**config.mk**
```make
export PLATFORM = sky130hd
export DESIGN_NAME = mcr_regs
export DESIGN_NICKNAME = d
export VERILOG_FILES = /design/src/rtl/mcr_pkg.sv /design/src/rtl/mcr_eoc_auto.sv /design/src/rtl/mcr_m4_check.sv /design/src/rtl/mcr_regs.sv
export VERILOG_INCLUDE_DIRS = /design/src /design/src/rtl
export SDC_FILE = /design/constraint.sdc
export NUM_CORES = 1
export LEC_CHECK = 0
export BUFFER_PORTS_ARGS = -buffer_cell sky130_fd_sc_hd__clkbuf_2
export CORE_UTILIZATION = 60
export DETAILED_ROUTE_END_ITERATION = 7
export PLACE_DENSITY = 0.88
export SLEW_MARGIN = 5
export SYNTH_ARGS = -nofsm -noshare
export SYNTH_HDL_FRONTEND = slang
export SYNTH_HIERARCHICAL = 1
export SYNTH_SLANG_ARGS = --single-unit
```
**constraint.sdc**
```tcl
create_clock -name clock -period 4.25 [get_ports clock]
set_clock_uncertainty 0.1 [all_clocks]
set_input_delay 0.85 -clock clock [delete_from_list [all_inputs] [get_ports clock]]
set_output_delay 0.85 -clock clock [all_outputs]
set_load 0.005 [all_outputs]
```
**src/rtl/mcr_defines.svh**
```systemverilog
// register offsets, field positions and reset values of the maintenance channel registers
//
// Contract
// - host reads and writes registers through control port
// - m4 transmit drives link, receive returns link
// - m5/m6 transmit drives link, receive returns link
// - one eoc register carries both eoc directions
// - error counters hold and count through sync loss
// - automatic mode: device trinal-checks and executes eoc
// - trinal check only act, dea, uoa; others dual
// - group select b0 maps init group registers
// - m4 trinal check register b0 enables trinal
// - mode register 1C selects auto eoc, dual check
// - interrupt enable A enables activation and m4
// - m4 interrupt when validated bits differ from receive
`ifndef MCR_DEFINES_SVH
`define MCR_DEFINES_SVH

// nibble register addresses
`define MCR_ADDR_RESET_CTRL 6'h00
`define MCR_ADDR_STATUS 6'h01
`define MCR_ADDR_ACT_CTRL 6'h02
`define MCR_ADDR_IRQ_STATUS 6'h03
`define MCR_ADDR_IRQ_ENABLE 6'h04
// eoc register, twelve bits over two addresses
`define MCR_ADDR_EOC_LO 6'h06
`define MCR_ADDR_EOC_HI 6'h07
// byte register addresses
`define MCR_ADDR_M4_TX 6'h10
`define MCR_ADDR_M4_RX 6'h11
`define MCR_ADDR_M56_TX 6'h12
`define MCR_ADDR_M56_RX 6'h13
`define MCR_ADDR_FEBE 6'h14
`define MCR_ADDR_NEBE 6'h15
`define MCR_ADDR_MODE 6'h19
`define MCR_ADDR_GROUP 6'h1A
// init group register, visible only while the group is selected
`define MCR_ADDR_TRINAL 6'h17

// field positions
`define MCR_SOFT_RESET_BIT 3
`define MCR_ACT_REQ_BIT 3
`define MCR_CUST_EN_BIT 0
`define MCR_IRQ_ACT_BIT 3
`define MCR_IRQ_M4_BIT 1
`define MCR_GROUP_INIT_BIT 0
`define MCR_TRINAL_EN_BIT 0
`define MCR_MODE_NONAUTO_BIT 7
`define MCR_MODE_M4CHK_MSB 5
`define MCR_MODE_M4CHK_LSB 4
`define MCR_MODE_M56_EVERY_BIT 3
`define MCR_MODE_FEBE_NEBE_BIT 2
`define MCR_M4_ACT_BIT 7
`define MCR_M4_DEA_BIT 6
`define MCR_M4_UOA_BIT 5
`define MCR_M56_FEBE_BIT 4

// m4 check mode field values
`define MCR_M4CHK_NONE 2'h0

// reset values
`define MCR_RST_BYTE_ONES 8'hFF
`define MCR_RST_BYTE_ZERO 8'h00
`define MCR_RST_NIBBLE 4'h0
`define MCR_RST_EOC 12'hFFF
`define MCR_COUNTER_MAX 8'hFF

// eoc message fields and codes
`define MCR_EOC_ADDR_NT 3'h1
`define MCR_EOC_ADDR_BCAST 3'h7
`define MCR_EOC_RETURN_NORMAL 8'hFF
`define MCR_EOC_LOOPBACK 8'h50
`define MCR_EOC_UNABLE 8'h00
`define MCR_EOC_MATCH_MAX 2'h2

`endif

```
**src/rtl/mcr_pkg.sv**
```systemverilog
// types shared by the maintenance channel register block
package mcr_pkg;

   // what the line side hands in, one frame field at a time
   typedef struct packed {
      logic [7:0] m4;        // raw received m4 bits
      logic m4Valid;         // one-cycle pulse per received frame
      logic [7:0] m5m6;      // raw received m5/m6 bits
      logic m5m6Valid;       // one-cycle pulse
      logic [11:0] eoc;      // raw received eoc frame
      logic eocValid;        // one-cycle pulse
      logic febeErr;         // far-end block error seen
      logic nebeErr;         // near-end crc error computed
   } mcr_link_rx_t;

   // what the block sends to the line side
   typedef struct packed {
      logic [7:0] m4;
      logic [7:0] m5m6;
      logic [11:0] eoc;
      logic febeBit;         // high means no error
   } mcr_link_tx_t;

   // control port access sequencer
   typedef enum logic [1:0] {
      PORT_IDLE,
      PORT_WRITE,
      PORT_READ
   } mcr_port_state_t;

endpackage

```
**src/rtl/mcr_eoc_auto.sv**
```systemverilog
// trinal check of received eoc frames and automatic network-end response
`include "mcr_defines.svh"
module mcr_eoc_auto import mcr_pkg::*; (
   input wire logic clock,
   input wire logic rst_n,
   input wire logic clear,
   input wire logic autoMode,
   input wire logic [11:0] rxEoc,
   input wire logic rxValid,
   output logic [11:0] validMsg,
   output logic validStrobe,
   output logic [11:0] autoTx,
   output logic loopbackActive
);
   logic [11:0] lastRx;      // last raw frame
   logic [1:0] matchCount;   // identical frames seen after the first
   logic [11:0] next_lastRx;
   logic [1:0] next_matchCount;
   logic [11:0] next_validMsg;
   logic next_validStrobe;
   logic [11:0] next_autoTx;
   logic next_loopbackActive;
   logic third;              // this frame is the third identical frame
   logic forUs;              // addressed to this end or broadcast

   // the third identical frame validates; longer runs do not re-trigger
   always_comb begin
      next_lastRx = lastRx;
      next_matchCount = matchCount;
      next_validMsg = validMsg;
      next_validStrobe = 1'b0;
      next_autoTx = autoTx;
      next_loopbackActive = loopbackActive;
      third = 1'b0;
      forUs = (rxEoc[11:9] == `MCR_EOC_ADDR_NT) || (rxEoc[11:9] == `MCR_EOC_ADDR_BCAST);
      if (clear) begin
         next_matchCount = 2'h0;
         next_loopbackActive = 1'b0;
         next_autoTx = `MCR_RST_EOC;
      end else if (rxValid) begin
         next_lastRx = rxEoc;
         if (rxEoc != lastRx) begin
            next_matchCount = 2'h0;
         end else if (matchCount != `MCR_EOC_MATCH_MAX) begin
            next_matchCount = matchCount + 2'h1;
            third = (matchCount == 2'h1);
         end
      end
      if (third) begin
         next_validMsg = rxEoc;
         next_validStrobe = 1'b1;
         // device decodes and acts with no host help
         if (autoMode && forUs) begin
            if (rxEoc[7:0] == `MCR_EOC_RETURN_NORMAL) begin
               next_loopbackActive = 1'b0;
               next_autoTx = rxEoc;
            end else if (rxEoc[7:0] == `MCR_EOC_LOOPBACK) begin
               next_loopbackActive = 1'b1;
               next_autoTx = rxEoc;
            end else begin
               // unknown command answered, never silently echoed
               next_autoTx = {rxEoc[11:8], `MCR_EOC_UNABLE};
            end
         end
      end
   end

   // checker state
   always_ff @(posedge clock or negedge rst_n) begin
      if (!rst_n) begin
         lastRx <= `MCR_RST_EOC;
         matchCount <= 2'h0;
         validMsg <= `MCR_RST_EOC;
         validStrobe <= 1'b0;
         autoTx <= `MCR_RST_EOC;
         loopbackActive <= 1'b0;
      end else begin
         lastRx <= next_lastRx;
         matchCount <= next_matchCount;
         validMsg <= next_validMsg;
         validStrobe <= next_validStrobe;
         autoTx <= next_autoTx;
         loopbackActive <= next_loopbackActive;
      end
   end
endmodule // mcr_eoc_auto

```
**src/rtl/mcr_m4_check.sv**
```systemverilog
// consecutive-frame validation of received m4 bits
`include "mcr_defines.svh"
module mcr_m4_check import mcr_pkg::*; (
   input wire logic clock,
   input wire logic rst_n,
   input wire logic clear,
   input wire logic [7:0] rxBits,
   input wire logic rxValid,
   input wire logic trinalEn,
   input wire logic [1:0] checkMode,
   output logic [7:0] validated,
   output logic updated
);
   logic [7:0] prev1;      // frame before this one
   logic [7:0] prev2;      // frame before that
   logic [7:0] accept;     // per bit, new value may be taken
   logic [7:0] next_prev1;
   logic [7:0] next_prev2;
   logic [7:0] next_validated;
   logic next_updated;

   // act, dea and uoa may need a third matching frame
   generate
      for (genvar i = 0; i < 8; i++) begin : gBit
         localparam bit IS_TRINAL = (i == `MCR_M4_ACT_BIT) || (i == `MCR_M4_DEA_BIT) ||
                                    (i == `MCR_M4_UOA_BIT);
         // mode none passes every frame straight through
         assign accept[i] = (checkMode == `MCR_M4CHK_NONE) ||
                            ((rxBits[i] == prev1[i]) &&
                             (!(IS_TRINAL && trinalEn) || (rxBits[i] == prev2[i])));
      end
   endgenerate

   // shift history and update the accepted bits
   always_comb begin
      next_prev1 = prev1;
      next_prev2 = prev2;
      next_validated = validated;
      next_updated = 1'b0;
      if (clear) begin
         next_prev1 = `MCR_RST_BYTE_ONES;
         next_prev2 = `MCR_RST_BYTE_ONES;
         next_validated = `MCR_RST_BYTE_ONES;
      end else if (rxValid) begin
         next_prev1 = rxBits;
         next_prev2 = prev1;
         next_validated = (rxBits & accept) | (validated & ~accept);
         next_updated = 1'b1;
      end
   end

   // history registers
   always_ff @(posedge clock or negedge rst_n) begin
      if (!rst_n) begin
         prev1 <= `MCR_RST_BYTE_ONES;
         prev2 <= `MCR_RST_BYTE_ONES;
         validated <= `MCR_RST_BYTE_ONES;
         updated <= 1'b0;
      end else begin
         prev1 <= next_prev1;
         prev2 <= next_prev2;
         validated <= next_validated;
         updated <= next_updated;
      end
   end
endmodule // mcr_m4_check

```
**src/rtl/mcr_regs.sv**
```systemverilog
// maintenance channel register bank behind the parallel control port
`include "mcr_defines.svh"
module mcr_regs import mcr_pkg::*; (
   input wire logic clock,
   input wire logic rst_n,
   // parallel control port pins, asynchronous to clock
   input wire logic pcpSelectN,
   input wire logic pcpWriteN,
   input wire logic pcpReadN,
   input wire logic [5:0] pcpAddr,
   input wire logic [7:0] pcpDataIn,
   output logic [7:0] pcpDataOut,
   output logic pcpDataOe,
   // line side
   input wire mcr_link_rx_t linkRx,
   output mcr_link_tx_t linkTx,
   input wire logic [3:0] statusIn,
   input wire logic activationEvent,
   output logic softReset,
   output logic activationRequest,
   output logic customerEnable,
   output logic loopbackActive,
   output logic m4ChannelInterrupt,
   output logic activationDchannelInterrupt
);
   // pin synchroniser, first stage read only by the second
   logic [16:0] syncA;
   logic [16:0] syncB;
   logic sSelN;
   logic sWriteN;
   logic sReadN;
   logic [5:0] sAddr;
   logic [7:0] sData;

   // registers
   logic [3:0] resetCtrl;       // reset_control_nibble
   logic [3:0] actCtrl;         // activation_control_nibble
   logic [3:0] irqEnable;       // interrupt_enable_nibble
   logic [7:0] m4Tx;            // m4_transmit
   logic [7:0] m4Rx;            // m4_receive
   logic [7:0] m56Tx;           // m5_m6_transmit
   logic [7:0] m56Rx;           // m5_m6_receive
   logic [7:0] febeCount;       // far_end_error_counter
   logic [7:0] nebeCount;       // near_end_error_counter
   logic [7:0] modeCfg;         // maintenance_mode_config
   logic [7:0] groupSel;        // register_group_select
   logic [7:0] trinalCfg;       // m4_trinal_check_config
   logic [11:0] eocTx;          // eoc written by the host
   logic [11:0] eocRx;          // last validated eoc
   logic irqM4Flag;             // sticky m4 change
   logic irqActFlag;            // sticky activation event
   logic [7:0] m56Prev;         // previous raw m5/m6 frame
   mcr_port_state_t portState;
   logic [7:0] rdData;

   logic [3:0] next_resetCtrl;
   logic [3:0] next_actCtrl;
   logic [3:0] next_irqEnable;
   logic [7:0] next_m4Tx;
   logic [7:0] next_m4Rx;
   logic [7:0] next_m56Tx;
   logic [7:0] next_m56Rx;
   logic [7:0] next_febeCount;
   logic [7:0] next_nebeCount;
   logic [7:0] next_modeCfg;
   logic [7:0] next_groupSel;
   logic [7:0] next_trinalCfg;
   logic [11:0] next_eocTx;
   logic [11:0] next_eocRx;
   logic next_irqM4Flag;
   logic next_irqActFlag;
   logic [7:0] next_m56Prev;
   mcr_port_state_t next_portState;
   logic [7:0] next_rdData;
   mcr_link_tx_t next_linkTx;

   // helpers
   logic wrStb;                 // one-cycle write commit
   logic rdStb;                 // one-cycle read capture
   logic initGroup;             // init group mapped in
   logic autoMode;
   logic [7:0] m4Valid;
   logic m4Updated;
   logic [11:0] eocValid;
   logic eocStrobe;
   logic [11:0] eocAutoTx;

   assign sSelN = syncB[16];
   assign sWriteN = syncB[15];
   assign sReadN = syncB[14];
   assign sAddr = syncB[13:8];
   assign sData = syncB[7:0];
   assign initGroup = groupSel[`MCR_GROUP_INIT_BIT];
   assign autoMode = !modeCfg[`MCR_MODE_NONAUTO_BIT];

   // counter step that saturates, shared by both error counters
   function automatic logic [7:0] countStep(input logic [7:0] base, input logic evt);
      countStep = (evt && base != `MCR_COUNTER_MAX) ? base + 8'h01 : base;
   endfunction

   // register read decode
   function automatic logic [7:0] readMux(input logic [5:0] a);
      readMux = `MCR_RST_BYTE_ZERO;
      if (a == `MCR_ADDR_RESET_CTRL) begin
         readMux = {4'h0, resetCtrl};
      end else if (a == `MCR_ADDR_STATUS) begin
         readMux = {4'h0, statusIn};
      end else if (a == `MCR_ADDR_ACT_CTRL) begin
         readMux = {4'h0, actCtrl};
      end else if (a == `MCR_ADDR_IRQ_STATUS) begin
         readMux = {4'h0, irqActFlag, 1'b0, irqM4Flag, 1'b0};
      end else if (a == `MCR_ADDR_IRQ_ENABLE) begin
         readMux = {4'h0, irqEnable};
      end else if (a == `MCR_ADDR_EOC_LO) begin
         readMux = eocRx[7:0];
      end else if (a == `MCR_ADDR_EOC_HI) begin
         readMux = {4'h0, eocRx[11:8]};
      end else if (a == `MCR_ADDR_GROUP) begin
         readMux = groupSel;
      end else if (initGroup) begin
         // byte space holds only the init group and group select while selected
         if (a == `MCR_ADDR_TRINAL) begin
            readMux = trinalCfg;
         end
      end else if (a == `MCR_ADDR_M4_TX) begin
         readMux = m4Tx;
      end else if (a == `MCR_ADDR_M4_RX) begin
         readMux = m4Rx;
      end else if (a == `MCR_ADDR_M56_TX) begin
         readMux = m56Tx;
      end else if (a == `MCR_ADDR_M56_RX) begin
         readMux = m56Rx;
      end else if (a == `MCR_ADDR_FEBE) begin
         readMux = febeCount;
      end else if (a == `MCR_ADDR_NEBE) begin
         readMux = nebeCount;
      end else if (a == `MCR_ADDR_MODE) begin
         readMux = modeCfg;
      end
   endfunction

   mcr_m4_check uM4Check (
      .clock(clock),
      .rst_n(rst_n),
      .clear(softReset),
      .rxBits(linkRx.m4),
      .rxValid(linkRx.m4Valid),
      .trinalEn(trinalCfg[`MCR_TRINAL_EN_BIT]),
      .checkMode(modeCfg[`MCR_MODE_M4CHK_MSB:`MCR_MODE_M4CHK_LSB]),
      .validated(m4Valid),
      .updated(m4Updated)
   );

   mcr_eoc_auto uEocAuto (
      .clock(clock),
      .rst_n(rst_n),
      .clear(softReset),
      .autoMode(autoMode),
      .rxEoc(linkRx.eoc),
      .rxValid(linkRx.eocValid),
      .validMsg(eocValid),
      .validStrobe(eocStrobe),
      .autoTx(eocAutoTx),
      .loopbackActive(loopbackActive)
   );

   // port sequencer: one access per strobe, held until the strobe lifts
   always_comb begin
      next_portState = portState;
      wrStb = 1'b0;
      rdStb = 1'b0;
      case (portState)
         PORT_IDLE: begin
            if (!sSelN && !sWriteN) begin
               wrStb = 1'b1;
               next_portState = PORT_WRITE;
            end else if (!sSelN && !sReadN) begin
               rdStb = 1'b1;
               next_portState = PORT_READ;
            end
         end
         PORT_WRITE: begin
            if (sSelN || sWriteN) begin
               next_portState = PORT_IDLE;
            end
         end
         default: begin
            if (sSelN || sReadN) begin
               next_portState = PORT_IDLE;
            end
         end
      endcase
   end

   // data bus driven only while a read strobe is held
   assign pcpDataOe = (portState == PORT_READ) && !sSelN && !sReadN;
   assign pcpDataOut = rdData;
   assign softReset = resetCtrl[`MCR_SOFT_RESET_BIT];
   assign activationRequest = actCtrl[`MCR_ACT_REQ_BIT];
   assign customerEnable = actCtrl[`MCR_CUST_EN_BIT];
   assign m4ChannelInterrupt = irqM4Flag && irqEnable[`MCR_IRQ_M4_BIT];
   assign activationDchannelInterrupt = irqActFlag && irqEnable[`MCR_IRQ_ACT_BIT];

   // register writes, link updates and sticky flags
   always_comb begin
      next_resetCtrl = resetCtrl;
      next_actCtrl = actCtrl;
      next_irqEnable = irqEnable;
      next_m4Tx = m4Tx;
      next_m4Rx = m4Rx;
      next_m56Tx = m56Tx;
      next_m56Rx = m56Rx;
      next_febeCount = febeCount;
      next_nebeCount = nebeCount;
      next_modeCfg = modeCfg;
      next_groupSel = groupSel;
      next_trinalCfg = trinalCfg;
      next_eocTx = eocTx;
      next_eocRx = eocRx;
      next_irqM4Flag = irqM4Flag;
      next_irqActFlag = irqActFlag;
      next_m56Prev = m56Prev;
      next_rdData = rdData;
      if (rdStb) begin
         next_rdData = readMux(sAddr);
         // reading the status nibble acknowledges both flags
         if (sAddr == `MCR_ADDR_IRQ_STATUS) begin
            next_irqM4Flag = 1'b0;
            next_irqActFlag = 1'b0;
         end
      end
      if (wrStb) begin
         if (sAddr == `MCR_ADDR_RESET_CTRL) begin
            next_resetCtrl = sData[3:0];
         end else if (sAddr == `MCR_ADDR_ACT_CTRL) begin
            next_actCtrl = sData[3:0];
         end else if (sAddr == `MCR_ADDR_IRQ_ENABLE) begin
            next_irqEnable = sData[3:0];
         end else if (sAddr == `MCR_ADDR_EOC_LO) begin
            next_eocTx[7:0] = sData;
         end else if (sAddr == `MCR_ADDR_EOC_HI) begin
            next_eocTx[11:8] = sData[3:0];
         end else if (sAddr == `MCR_ADDR_GROUP) begin
            next_groupSel = sData;
         end else if (initGroup) begin
            if (sAddr == `MCR_ADDR_TRINAL) begin
               next_trinalCfg = sData;
            end
         end else if (sAddr == `MCR_ADDR_M4_TX) begin
            next_m4Tx = sData;
         end else if (sAddr == `MCR_ADDR_M4_RX) begin
            next_m4Rx = sData;
         end else if (sAddr == `MCR_ADDR_M56_TX) begin
            next_m56Tx = sData;
         end else if (sAddr == `MCR_ADDR_FEBE) begin
            next_febeCount = sData;
         end else if (sAddr == `MCR_ADDR_NEBE) begin
            next_nebeCount = sData;
         end else if (sAddr == `MCR_ADDR_MODE) begin
            next_modeCfg = sData;
         end
      end
      // counters never clear on their own; a host write loads, then the event adds
      next_febeCount = countStep(next_febeCount, linkRx.febeErr);
      next_nebeCount = countStep(next_nebeCount, linkRx.nebeErr);
      // a changed validated m4 pattern lands in the receive register and flags
      if (m4Updated && m4Valid != next_m4Rx) begin
         next_m4Rx = m4Valid;
         next_irqM4Flag = 1'b1;
      end
      if (activationEvent) begin
         next_irqActFlag = 1'b1;
      end
      // m5/m6: every frame, or only after two equal frames
      if (linkRx.m5m6Valid) begin
         next_m56Prev = linkRx.m5m6;
         if (modeCfg[`MCR_MODE_M56_EVERY_BIT] || linkRx.m5m6 == m56Prev) begin
            next_m56Rx = linkRx.m5m6;
         end
      end
      if (eocStrobe) begin
         next_eocRx = eocValid;
      end
      // outgoing channels, eoc from the automatic responder in auto mode
      next_linkTx.m4 = m4Tx;
      next_linkTx.m5m6 = m56Tx;
      next_linkTx.eoc = autoMode ? eocAutoTx : eocTx;
      next_linkTx.febeBit = modeCfg[`MCR_MODE_FEBE_NEBE_BIT] ? !linkRx.nebeErr :
                            m56Tx[`MCR_M56_FEBE_BIT];
   end

   // all state of the bank
   always_ff @(posedge clock or negedge rst_n) begin
      if (!rst_n) begin
         syncA <= 17'h1FFFF;
         syncB <= 17'h1FFFF;
         portState <= PORT_IDLE;
         resetCtrl <= `MCR_RST_NIBBLE;
         actCtrl <= `MCR_RST_NIBBLE;
         irqEnable <= `MCR_RST_NIBBLE;
         m4Tx <= `MCR_RST_BYTE_ONES;
         m4Rx <= `MCR_RST_BYTE_ONES;
         m56Tx <= `MCR_RST_BYTE_ONES;
         m56Rx <= `MCR_RST_BYTE_ONES;
         febeCount <= `MCR_RST_BYTE_ZERO;
         nebeCount <= `MCR_RST_BYTE_ZERO;
         modeCfg <= `MCR_RST_BYTE_ZERO;
         groupSel <= `MCR_RST_BYTE_ZERO;
         trinalCfg <= `MCR_RST_BYTE_ZERO;
         eocTx <= `MCR_RST_EOC;
         eocRx <= `MCR_RST_EOC;
         irqM4Flag <= 1'b0;
         irqActFlag <= 1'b0;
         m56Prev <= `MCR_RST_BYTE_ONES;
         rdData <= `MCR_RST_BYTE_ZERO;
         linkTx <= {`MCR_RST_BYTE_ONES, `MCR_RST_BYTE_ONES, `MCR_RST_EOC, 1'b1};
      end else begin
         syncA <= {pcpSelectN, pcpWriteN, pcpReadN, pcpAddr, pcpDataIn};
         syncB <= syncA;
         portState <= next_portState;
         resetCtrl <= next_resetCtrl;
         actCtrl <= next_actCtrl;
         irqEnable <= next_irqEnable;
         m4Tx <= next_m4Tx;
         m4Rx <= next_m4Rx;
         m56Tx <= next_m56Tx;
         m56Rx <= next_m56Rx;
         febeCount <= next_febeCount;
         nebeCount <= next_nebeCount;
         modeCfg <= next_modeCfg;
         groupSel <= next_groupSel;
         trinalCfg <= next_trinalCfg;
         eocTx <= next_eocTx;
         eocRx <= next_eocRx;
         irqM4Flag <= next_irqM4Flag;
         irqActFlag <= next_irqActFlag;
         m56Prev <= next_m56Prev;
         rdData <= next_rdData;
         linkTx <= next_linkTx;
      end
   end
endmodule // mcr_regs

```
== After elaboration in Yosys (flattened, before gate mapping) ==
Cells that the tools add are included.
Word-level totals
  register bits: 256
  output and inout port bits: 44
  word-level logic and storage cells: 256
Cells by class
  add/subtract/negate cells: 3
  eq/ne operators: 41
  mux-type cells: 98
  bitwise logic cells: 17
  reductions and logical operators: 61
Operators by type and width (number)
  $mux W8: 63
  $eq A6 B5 Y1 const B: 9
  $mux W12: 4
  $mux W1: 22
  $eq A6 B3 Y1 const B: 3
  $reduce_and A9 Y1: 2
  $add A8 B1 Y8 const B: 2
  $and A8 B8 Y8: 2
  $mux W2: 8
  $ne A8 B8 Y1 const B: 2
  $logic_or A1 B1 Y1: 15
  $reduce_and A14 Y1: 1
  $logic_and A1 B1 Y1: 13
  $not A1 Y1: 13
  $eq A6 B2 Y1 const B: 2
  $ne A12 B12 Y1: 1
  $reduce_and A2 Y1: 6
  $reduce_bool A2 Y1: 6
  $eq A1 B1 Y1: 11
  $reduce_and A11 Y1: 1
  $eq A8 B7 Y1 const B: 1
  $eq A8 B8 Y1: 1
  $eq A8 B8 Y1 const B: 1
  $ne A8 B8 Y1: 1
  20 further kinds: 30

== Logic depth before layout (Yosys ltp) ==
Gate-level depths: netlist of run 1.
  word-level depth: 17
  mapped depth: 14

== By module ==
Netlist of run 1, hierarchy kept.
Modules (own cells, without submodules)
  mcr_regs: times used 1, cells an instance 699, area each 8769.7 µm²
  mcr_eoc_auto: times used 1, cells an instance 139, area each 1859.3 µm²
  mcr_m4_check: times used 1, cells an instance 90, area each 1002.2 µm²

== Worst setup path before layout of run 1 ==
OpenSTA, ideal clock, no wires.
  path type: register -> register
  from: reg syncB[10]
  to: reg febeCount[7]
  setup time: 141 ps
  data arrival time: 3458 ps
  data required time: 4009 ps
  path slack: 551 ps
  cell stages (with the launch flop): 13
  path buffers: 2
  period minus slack after synthesis: 3699 ps
  cells stage by stage: dfstp_2 clkbuf_1 nor4b_1 a211oi_2 nand2_1 clkbuf_1 mux2_2 ha_1 and3_1 nand4b_1 a221oi_1 xnor2_1 mux2i_1
On the way
  cells in the longest elaborated chain, start to end: 16
  elaborated cells on any way between the ends: 26
  those cells by class: add/sub (1); eq/ne (10); mux (13); reduce/logical (2)
Ends and longest elaborated chain
  start: declaration: RTL line mcr_regs.sv:28  | logic [16:0] syncB;
  start signal: assignment: RTL line mcr_regs.sv:319  | syncB <= syncA;
  $eq A6 B5 Y1 (no line)
  $mux W8: RTL line mcr_regs.sv:255  | end else if (sAddr == `MCR_ADDR_FEBE) begin
  $mux W8: RTL line mcr_regs.sv:253  | end else if (sAddr == `MCR_ADDR_M56_TX) begin
  $mux W8: RTL line mcr_regs.sv:251  | end else if (sAddr == `MCR_ADDR_M4_RX) begin
  $mux W8: RTL line mcr_regs.sv:249  | end else if (sAddr == `MCR_ADDR_M4_TX) begin
  $mux W8: RTL line mcr_regs.sv:245  | end else if (initGroup) begin
  $mux W8: RTL line mcr_regs.sv:243  | end else if (sAddr == `MCR_ADDR_GROUP) begin
  $mux W8: RTL line mcr_regs.sv:241  | end else if (sAddr == `MCR_ADDR_EOC_HI) begin
  $mux W8: RTL line mcr_regs.sv:239  | end else if (sAddr == `MCR_ADDR_EOC_LO) begin
  $mux W8: RTL line mcr_regs.sv:237  | end else if (sAddr == `MCR_ADDR_IRQ_ENABLE) begin
  $mux W8: RTL line mcr_regs.sv:235  | end else if (sAddr == `MCR_ADDR_ACT_CTRL) begin
  $mux W8 *: RTL line mcr_regs.sv:233  | if (sAddr == `MCR_ADDR_RESET_CTRL) begin
  $mux W8 *: RTL line mcr_regs.sv:232  | if (wrStb) begin
  parallel branches: the longest is 2 deep, another holds $add A8 B1 Y8
  $mux W8 *: RTL line mcr_regs.sv:98  | countStep = (evt && base != `MCR_COUNTER_MAX) ? base + 8'h01 : base;
  via next_febeCount[7]: RTL line mcr_regs.sv:63  | logic [7:0] next_febeCount;
  end signal: assignment: RTL line mcr_regs.sv:305  | febeCount <= `MCR_RST_BYTE_ZERO;
  end signal: assignment: RTL line mcr_regs.sv:328  | febeCount <= next_febeCount;
  end: declaration: RTL line mcr_regs.sv:43  | logic [7:0] febeCount;
Mark *: on every way through the listed nets, which the timed path passes.
A chain may end at the register's enable or synchronous reset.

== Worst setup path after layout of run 1 ==
  from: reg portState[0]
  to: reg febeCount[1]
On the way
  cells in the longest elaborated chain, start to end: 6
  elaborated cells on any way between the ends: 7
  those cells by class: add/sub (1); eq/ne (1); mux (3); reduce/logical (2)
Ends and longest elaborated chain
  start: declaration: RTL line mcr_regs.sv:53  | mcr_port_state_t portState;
  start signal: assignment: RTL line mcr_regs.sv:320  | portState <= next_portState;
  $logic_not A2 Y1 *: RTL line mcr_regs.sv:172  | case (portState)
  $mux W1 *: RTL line mcr_regs.sv:172
  $mux W8 *: RTL line mcr_regs.sv:232
  parallel branches: the longest is 2 deep, another holds $add A8 B1 Y8
  $mux W8 *: RTL line mcr_regs.sv:98
  via next_febeCount[1]: RTL line mcr_regs.sv:63
Marked as above.

==> results.cfg, run 1 <==
[synth]
syn_avg_cell_area_um2 = 12.53
synth.most_common_cell = dfstp_2
synthTopCellsByArea = dfstp_2 41%, dfrtp_1 15%, mux2_2 13%, xnor2_1 2.9%, mux2i_1 2.9%
synth_top_area_frac = 0.4111
syn-num-nets = 989
yosys.area.top_type = dfstp_2
ys_types = 74
ys_warn_count = 6
ys_async_sr_fraction = 1.000
synth_edf_count = 0
synth_area_um2 = 11630
synthTopCellsByCount = 182 x dfstp_2, 138 x mux2_2, 69 x dfrtp_1, 57 x nand2_1
synthCells = 928
synth-seq-cells = 251
synthFlopType = dfstp_2
synth-seq-area-share = 0.5596

[floorplan]
io_pins = 101
die_x_um = 141.2
row_count = 50
coreArea_um2 = 18830
die_area_um2 = 19950
start_util = 0.6177
die_h_um = 141.2

[worst_setup_path]
path_class = register to register
rrSetupSlack_ns = 0.54
cp_max_fo = 8
cp_data_arrival_time_ns = 4.03
rr_worst_depth = 11
timing.rr.end = febeCount[1]
worstReg2RegStart = portState[0]
worst_setup_path_start_kind = register
end_kind = register
required_ns = 4.56

[clocking]
cts_resized = 0
cts_buffers = 26
clockRootBuffer = clkbuf_16
cts_tree = done
ctsHoldBuffers = 0
cts_buffer_depth = 3
path_clk_slew_ns = 0.06
cts_num_sinks = 251
worst_skew_pair.late_latency_ns = 0.53
htreeDepth = 1
postCtsSetupBuffers = 0

[run]
cap_violations = 0

[drt]
wl_mm = 27.24
drc = 0
firstDrtPassIters = 6
ant_nets = 0
via_per_inst = 6.173
vias = 8081
drt_iter0_drc = 831
wl_per_cell_um = 20.81

[final_layout]
finalNonFillerCells = 1309
syn2layout_area_growth_pct = 14.15
nets = 1090
fillCellCount = 1255
drive_gt1_frac = 0.4795
n_antenna_cell = 0

[timing]
setup_viol = 0
period_needed_ns = 3.714
finalHoldViolCount = 0
rsz0062_at_grt = false
setup-tns-final_ns = 0
slew_violations = 0
period_share = 0.8738
slew_headroom = 0.4155
fmax_mhz = 269.3
worst_slew_pin_slew_ns = 0.8767

[power]
p_leak_nw = 5.655
vdd.ir_drop.worst_uv = 471.7
powerDensity_nw_per_um2 = 468.7
finalPower_w = 0.006223

[min_path]
hold_path_end = syncB[4]
hold_class = register to register
min_path_cells = 0
min_from = syncA[4]

[global_route]
grt_max_degree = 118
grt_pass1_vias = 8145
gr-usage-all-layers = 0.2863
antenna_found_initial = 0
overflow = 0
grt_pass1_wl_mm = 44.40

[placement]
hpwl_mm = 18.55
placedCellCount = 1261
port_buffers = 100
gp_congestion = 0.9438

[run_status]
status = completed
[state kept, by name (all words and copies together) (netlist names), 4 cells and up]
register            cells
m56Prev                 8
uEocAuto/lastRx        12
linkTx                 29
eocTx                  12
uM4Check/validated      8
febeCount               8
irqEnable               4
pcpDataOut              8
m4Tx                    8
uEocAuto/validMsg      12
uM4Check/prev1          8
syncA                  17
uEocAuto/autoTx        12
trinalCfg               8
nebeCount               8
syncB                  17
resetCtrl               4
actCtrl                 4
modeCfg                 8
m56Rx                   8
eocRx                  12
m56Tx                   8
groupSel                8
m4Rx                    8
[cell families (layout without fill, tap and decap cells)]
| family | Yosys count | after routing | share of synthesized area |
|---|---|---|---|
| flip-flops | 251 | 251 | 0.5596 |
| multiplexers | 182 | 182 | 0.1764 |
| XOR/XNOR | 46 | 46 | 0.03464 |
| AO/OA/AOI/OAI | 161 | 161 | 0.1014 |
| adder cells (fa/ha/maj) | 4 | 4 | 0.004303 |
| AND/OR/NAND/NOR | 226 | 226 | 0.1008 |
| buffers and inverters | 58 | 179 | 0.02281 |
[routing by layer]
metal,share of wire,routed length (um),track usage,vias up
met5,0,0,0,-
met4,0.030,823,0.08295,0
met3,0.079,2163,0.04857,74
met2,0.46,12600,0.4544,385
met1,0.43,11650,0.4076,4006
li1,-,-,-,3616
[critical path: stages, from the launching register on]
cell	delay, ns
dfrtp_1	0.43
or4_4	0.55
a211oi_2	0.59
nand2_1	0.22
mux2_2	0.30
ha_1	0.22
and3_1	0.22
nand2_1	0.07
nor3_1	0.22
o22ai_1	0.18
nand2_1	0.15
mux2_2	0.34
[worst max path at each step]
stage                         endpoint  cells past startpoint  slack (ns)         start
after CTS                 febeCount[1]                     11        0.59     syncB[15]
after global placement    febeCount[1]                     11        0.68     syncB[15]
after detailed placement  febeCount[1]                     11        0.59     syncB[15]
final                     febeCount[1]                     11        0.54  portState[0]
after global routing      febeCount[1]                     11        0.38  portState[0]
after floorplan           febeCount[7]                     12        0.55     syncB[10]
[through the flow]
| stage | hold WS, ns | cell area, um^2 | worst slack (ns) | util |
|---|---|---|---|---|
| floorplan | 0.2452 | 11630 | 0.5512 | - |
| global placement | 0.2454 | 12400 | 0.6752 | 0.6583 |
| detailed placement | 0.2472 | 12400 | 0.5918 | 0.6583 |
| CTS | 0.2559 | 13280 | 0.5950 | 0.7051 |
| global route | 0.2587 | 13280 | 0.3819 | 0.7051 |
| finish | 0.2531 | 13280 | 0.5365 | 0.7051 |
[cells in the final DEF (no fill, tap or decap), types with 4 or more instances in the layout]
master / count
and3_1: 8
nand2_1: 57
o31ai_1: 11
nor4_1: 7
a211oi_1: 11
nor3_1: 22
mux2_4: 9
buf_4: 15
a221oi_1: 10
a21o_1: 9
mux2i_1: 34
clkbuf_16: 26
a22oi_1: 9
a31oi_1: 6
nand2b_1: 17
nand4_1: 15
a2111oi_0: 4
o221ai_1: 8
xor2_1: 7
a21oi_1: 26
mux2_2: 138
nor2_1: 39
and2_1: 6
ha_1: 4
o22ai_1: 8
nand3_1: 27
o21ai_0: 25
a32o_1: 4
dfstp_2: 182
clkbuf_8: 6
clkinv_2: 5
inv_1: 13
clkbuf_2: 99
clkbuf_1: 5
xnor2_1: 39
dfrtp_1: 69
nor2b_1: 5
[cell type report]
cell class | instances | area, um^2 | share of cell area
Timing Repair Buffer | 116 | 643.1 | 0.04844
Inverter | 15 | 56.30 | 0.004241
Multi-Input combinational cell | 619 | 4863 | 0.3663
Clock buffer | 37 | 752.0 | 0.05664
Tap cell | 260 | 325.3 | 0.02450
Clock inverter | 11 | 127.6 | 0.009613
Sequential cell | 251 | 6509 | 0.4902
[power by group]
| group | switching (W) | internal, W |
|---|---|---|
| Sequential | 0.000298 | 0.00280 |
| Combinational | 0.000425 | 0.000427 |
| Clock | 0.000916 | 0.00136 |
| Total | 0.00164 | 0.00458 |
Power figures use the tool's default switching activity.
==> run 2: changes to the inputs <==
- CTS_BUF_LIST: not set -> sky130_fd_sc_hd__clkbuf_16
==> run 2 against run 1 <==
Compared with the run above:
- clock power is 5% lower
- highest routed layer is now met5
- die area unchanged
- non-clock buffer count is the same
- largest power group unchanged
==> results.cfg, run 2 (synthesis results as in run 1) <==
[clocking]
clockRootBuffer = clkbuf_16
cts_num_sinks = 251
htreeDepth = 1
postCtsSetupBuffers = 0
cts_tree = done
ctsHoldBuffers = 0
worst_skew_pair.late_latency_ns = 0.53
path_clk_slew_ns = 0.06
cts_buffers = 26
cts_resized = 0
cts_buffer_depth = 3

[placement]
place_area_um2 = 12400
placedCellCount = 1261
hpwl_mm = 18.55
port_buffers = 100
gp_congestion = 0.9438

[global_route]
grt_pass1_vias = 8114
gr-usage-all-layers = 0.2872
grt_max_degree = 118
antenna_found_initial = 1
overflow = 0
grt_pass1_wl_mm = 44.41

[power]
finalPower_w = 0.006106
powerDensity_nw_per_um2 = 462.0
p_leak_nw = 5.642
vdd.ir_drop.worst_uv = 469.5

[timing]
setup-tns-final_ns = 0
finalHoldViolCount = 0
setup_viol = 0
slew_headroom = 0.4197
fmax_mhz = 267.4
worst_slew_pin_slew_ns = 0.8704
period_needed_ns = 3.740
period_share = 0.8800
slew_violations = 0
rsz0062_at_grt = false

[final_layout]
stdcell_area_um2 = 13220
layout_commonest_cell = dfstp_2
syn2layout_area_growth_pct = 13.63
largest_reg_flops = 29
reg_top3 = linkTx x29, syncA x17, syncB x17
post-route-util = 0.7019
regMostFlops = linkTx
n_antenna_cell = 0
mostFrequentLayoutCells = 182 x dfstp_2, 138 x mux2_2, 99 x clkbuf_2, 69 x dfrtp_1, 57 x nand2_1
finalNonFillerCells = 1309
nets = 1090
drive_gt1_frac = 0.4738

[floorplan]
io_pins = 101
coreArea_um2 = 18830
die_h_um = 141.2
die_x_um = 141.2
row_count = 50
start_util = 0.6177
die_area_um2 = 19950

[drt]
firstDrtPassIters = 5
wl_per_cell_um = 21.08
wl_mm = 27.59
ant_nets = 0
vias = 8154
drt_iter0_drc = 734
via_per_inst = 6.229
drc = 0

[worst_setup_path]
path_class = register to register
cp_max_fo = 8
cp_data_arrival_time_ns = 4.04
worst_setup_path_start_kind = register
end_kind = register
required_ns = 4.55

[run_status]
status = completed

[min_path]
hold_class = register to register

[run]
cap_violations = 0
run 2: cell count changes in the layout (fill, tap and decap cells not counted):
| cell | change |
|---|---|
| clkbuf_8 | -6 |
| clkinv_1 | +6 |
| clkbuf_1 | -5 |
| inv_1 | +5 |
run 2: where the power goes:
group | internal [W] | total (W) | switching [W]
combinational | 0.000427 | 0.000853 | 0.000426
sequential | 0.00280 | 0.00310 | 0.000297
clock | 0.00124 | 0.00216 | 0.000919
total | 0.00446 | 0.00611 | 0.00164
run 2: area by class of cell:
cell class              instances  area (um^2)
well taps                     260        325.3
clock buffers                  26        650.6
clock inverters                22        168.9
multi-input cells             619         4863
repair buffers                116        643.1
flip-flops and latches        251         6509
inverters                      15        56.30
fillers                      1274         5614
run 2: worst max-delay path: stages (launching register included):
cell and delay [ns]:
dfrtp_1 0.42, or4_4 0.56, a211oi_2 0.61, nand2_1 0.23, mux2_2 0.35, ha_1 0.25, and3_1 0.22, nand4b_1 0.21
a221oi_1 0.41, xnor2_1 0.17, mux2i_1 0.10
run 2: worst paths after layout:
| check | start | to | slack [ns] | depth (start not counted) |
|---|---|---|---|---|
| setup / recovery | portState[0] | febeCount[7] | 0.51 | 10 |
| hold / removal | syncA[4] | syncB[4] | 0.25 | 0 |
| setup reg to reg | portState[0] | febeCount[7] | 0.51 | 10 |
| hold reg to reg | syncA[4] | syncB[4] | 0.25 | 0 |
| max in group asynchronous | rst_n | m56Tx[3] | 2.84 | 2 |
| min in group asynchronous | rst_n | pcpDataOut[0] | 0.31 | 1 |
run 2: per-stage QoR:
stage | hold slack [ns] | worst slack [ns]
2_1_floorplan | 0.2452 | 0.5512
3_3_place_gp | 0.2454 | 0.6752
3_5_place_dp | 0.2472 | 0.5918
4_1_cts | 0.2559 | 0.5927
5_1_grt | 0.2587 | 0.3827
6_report | 0.2527 | 0.5102
run 2: metal layers:
layer	wire, um	global-route usage
met5	12	0
met3	2215	0.04688
met2	12750	0.4492
met1	11770	0.4109
met4	845	0.09611
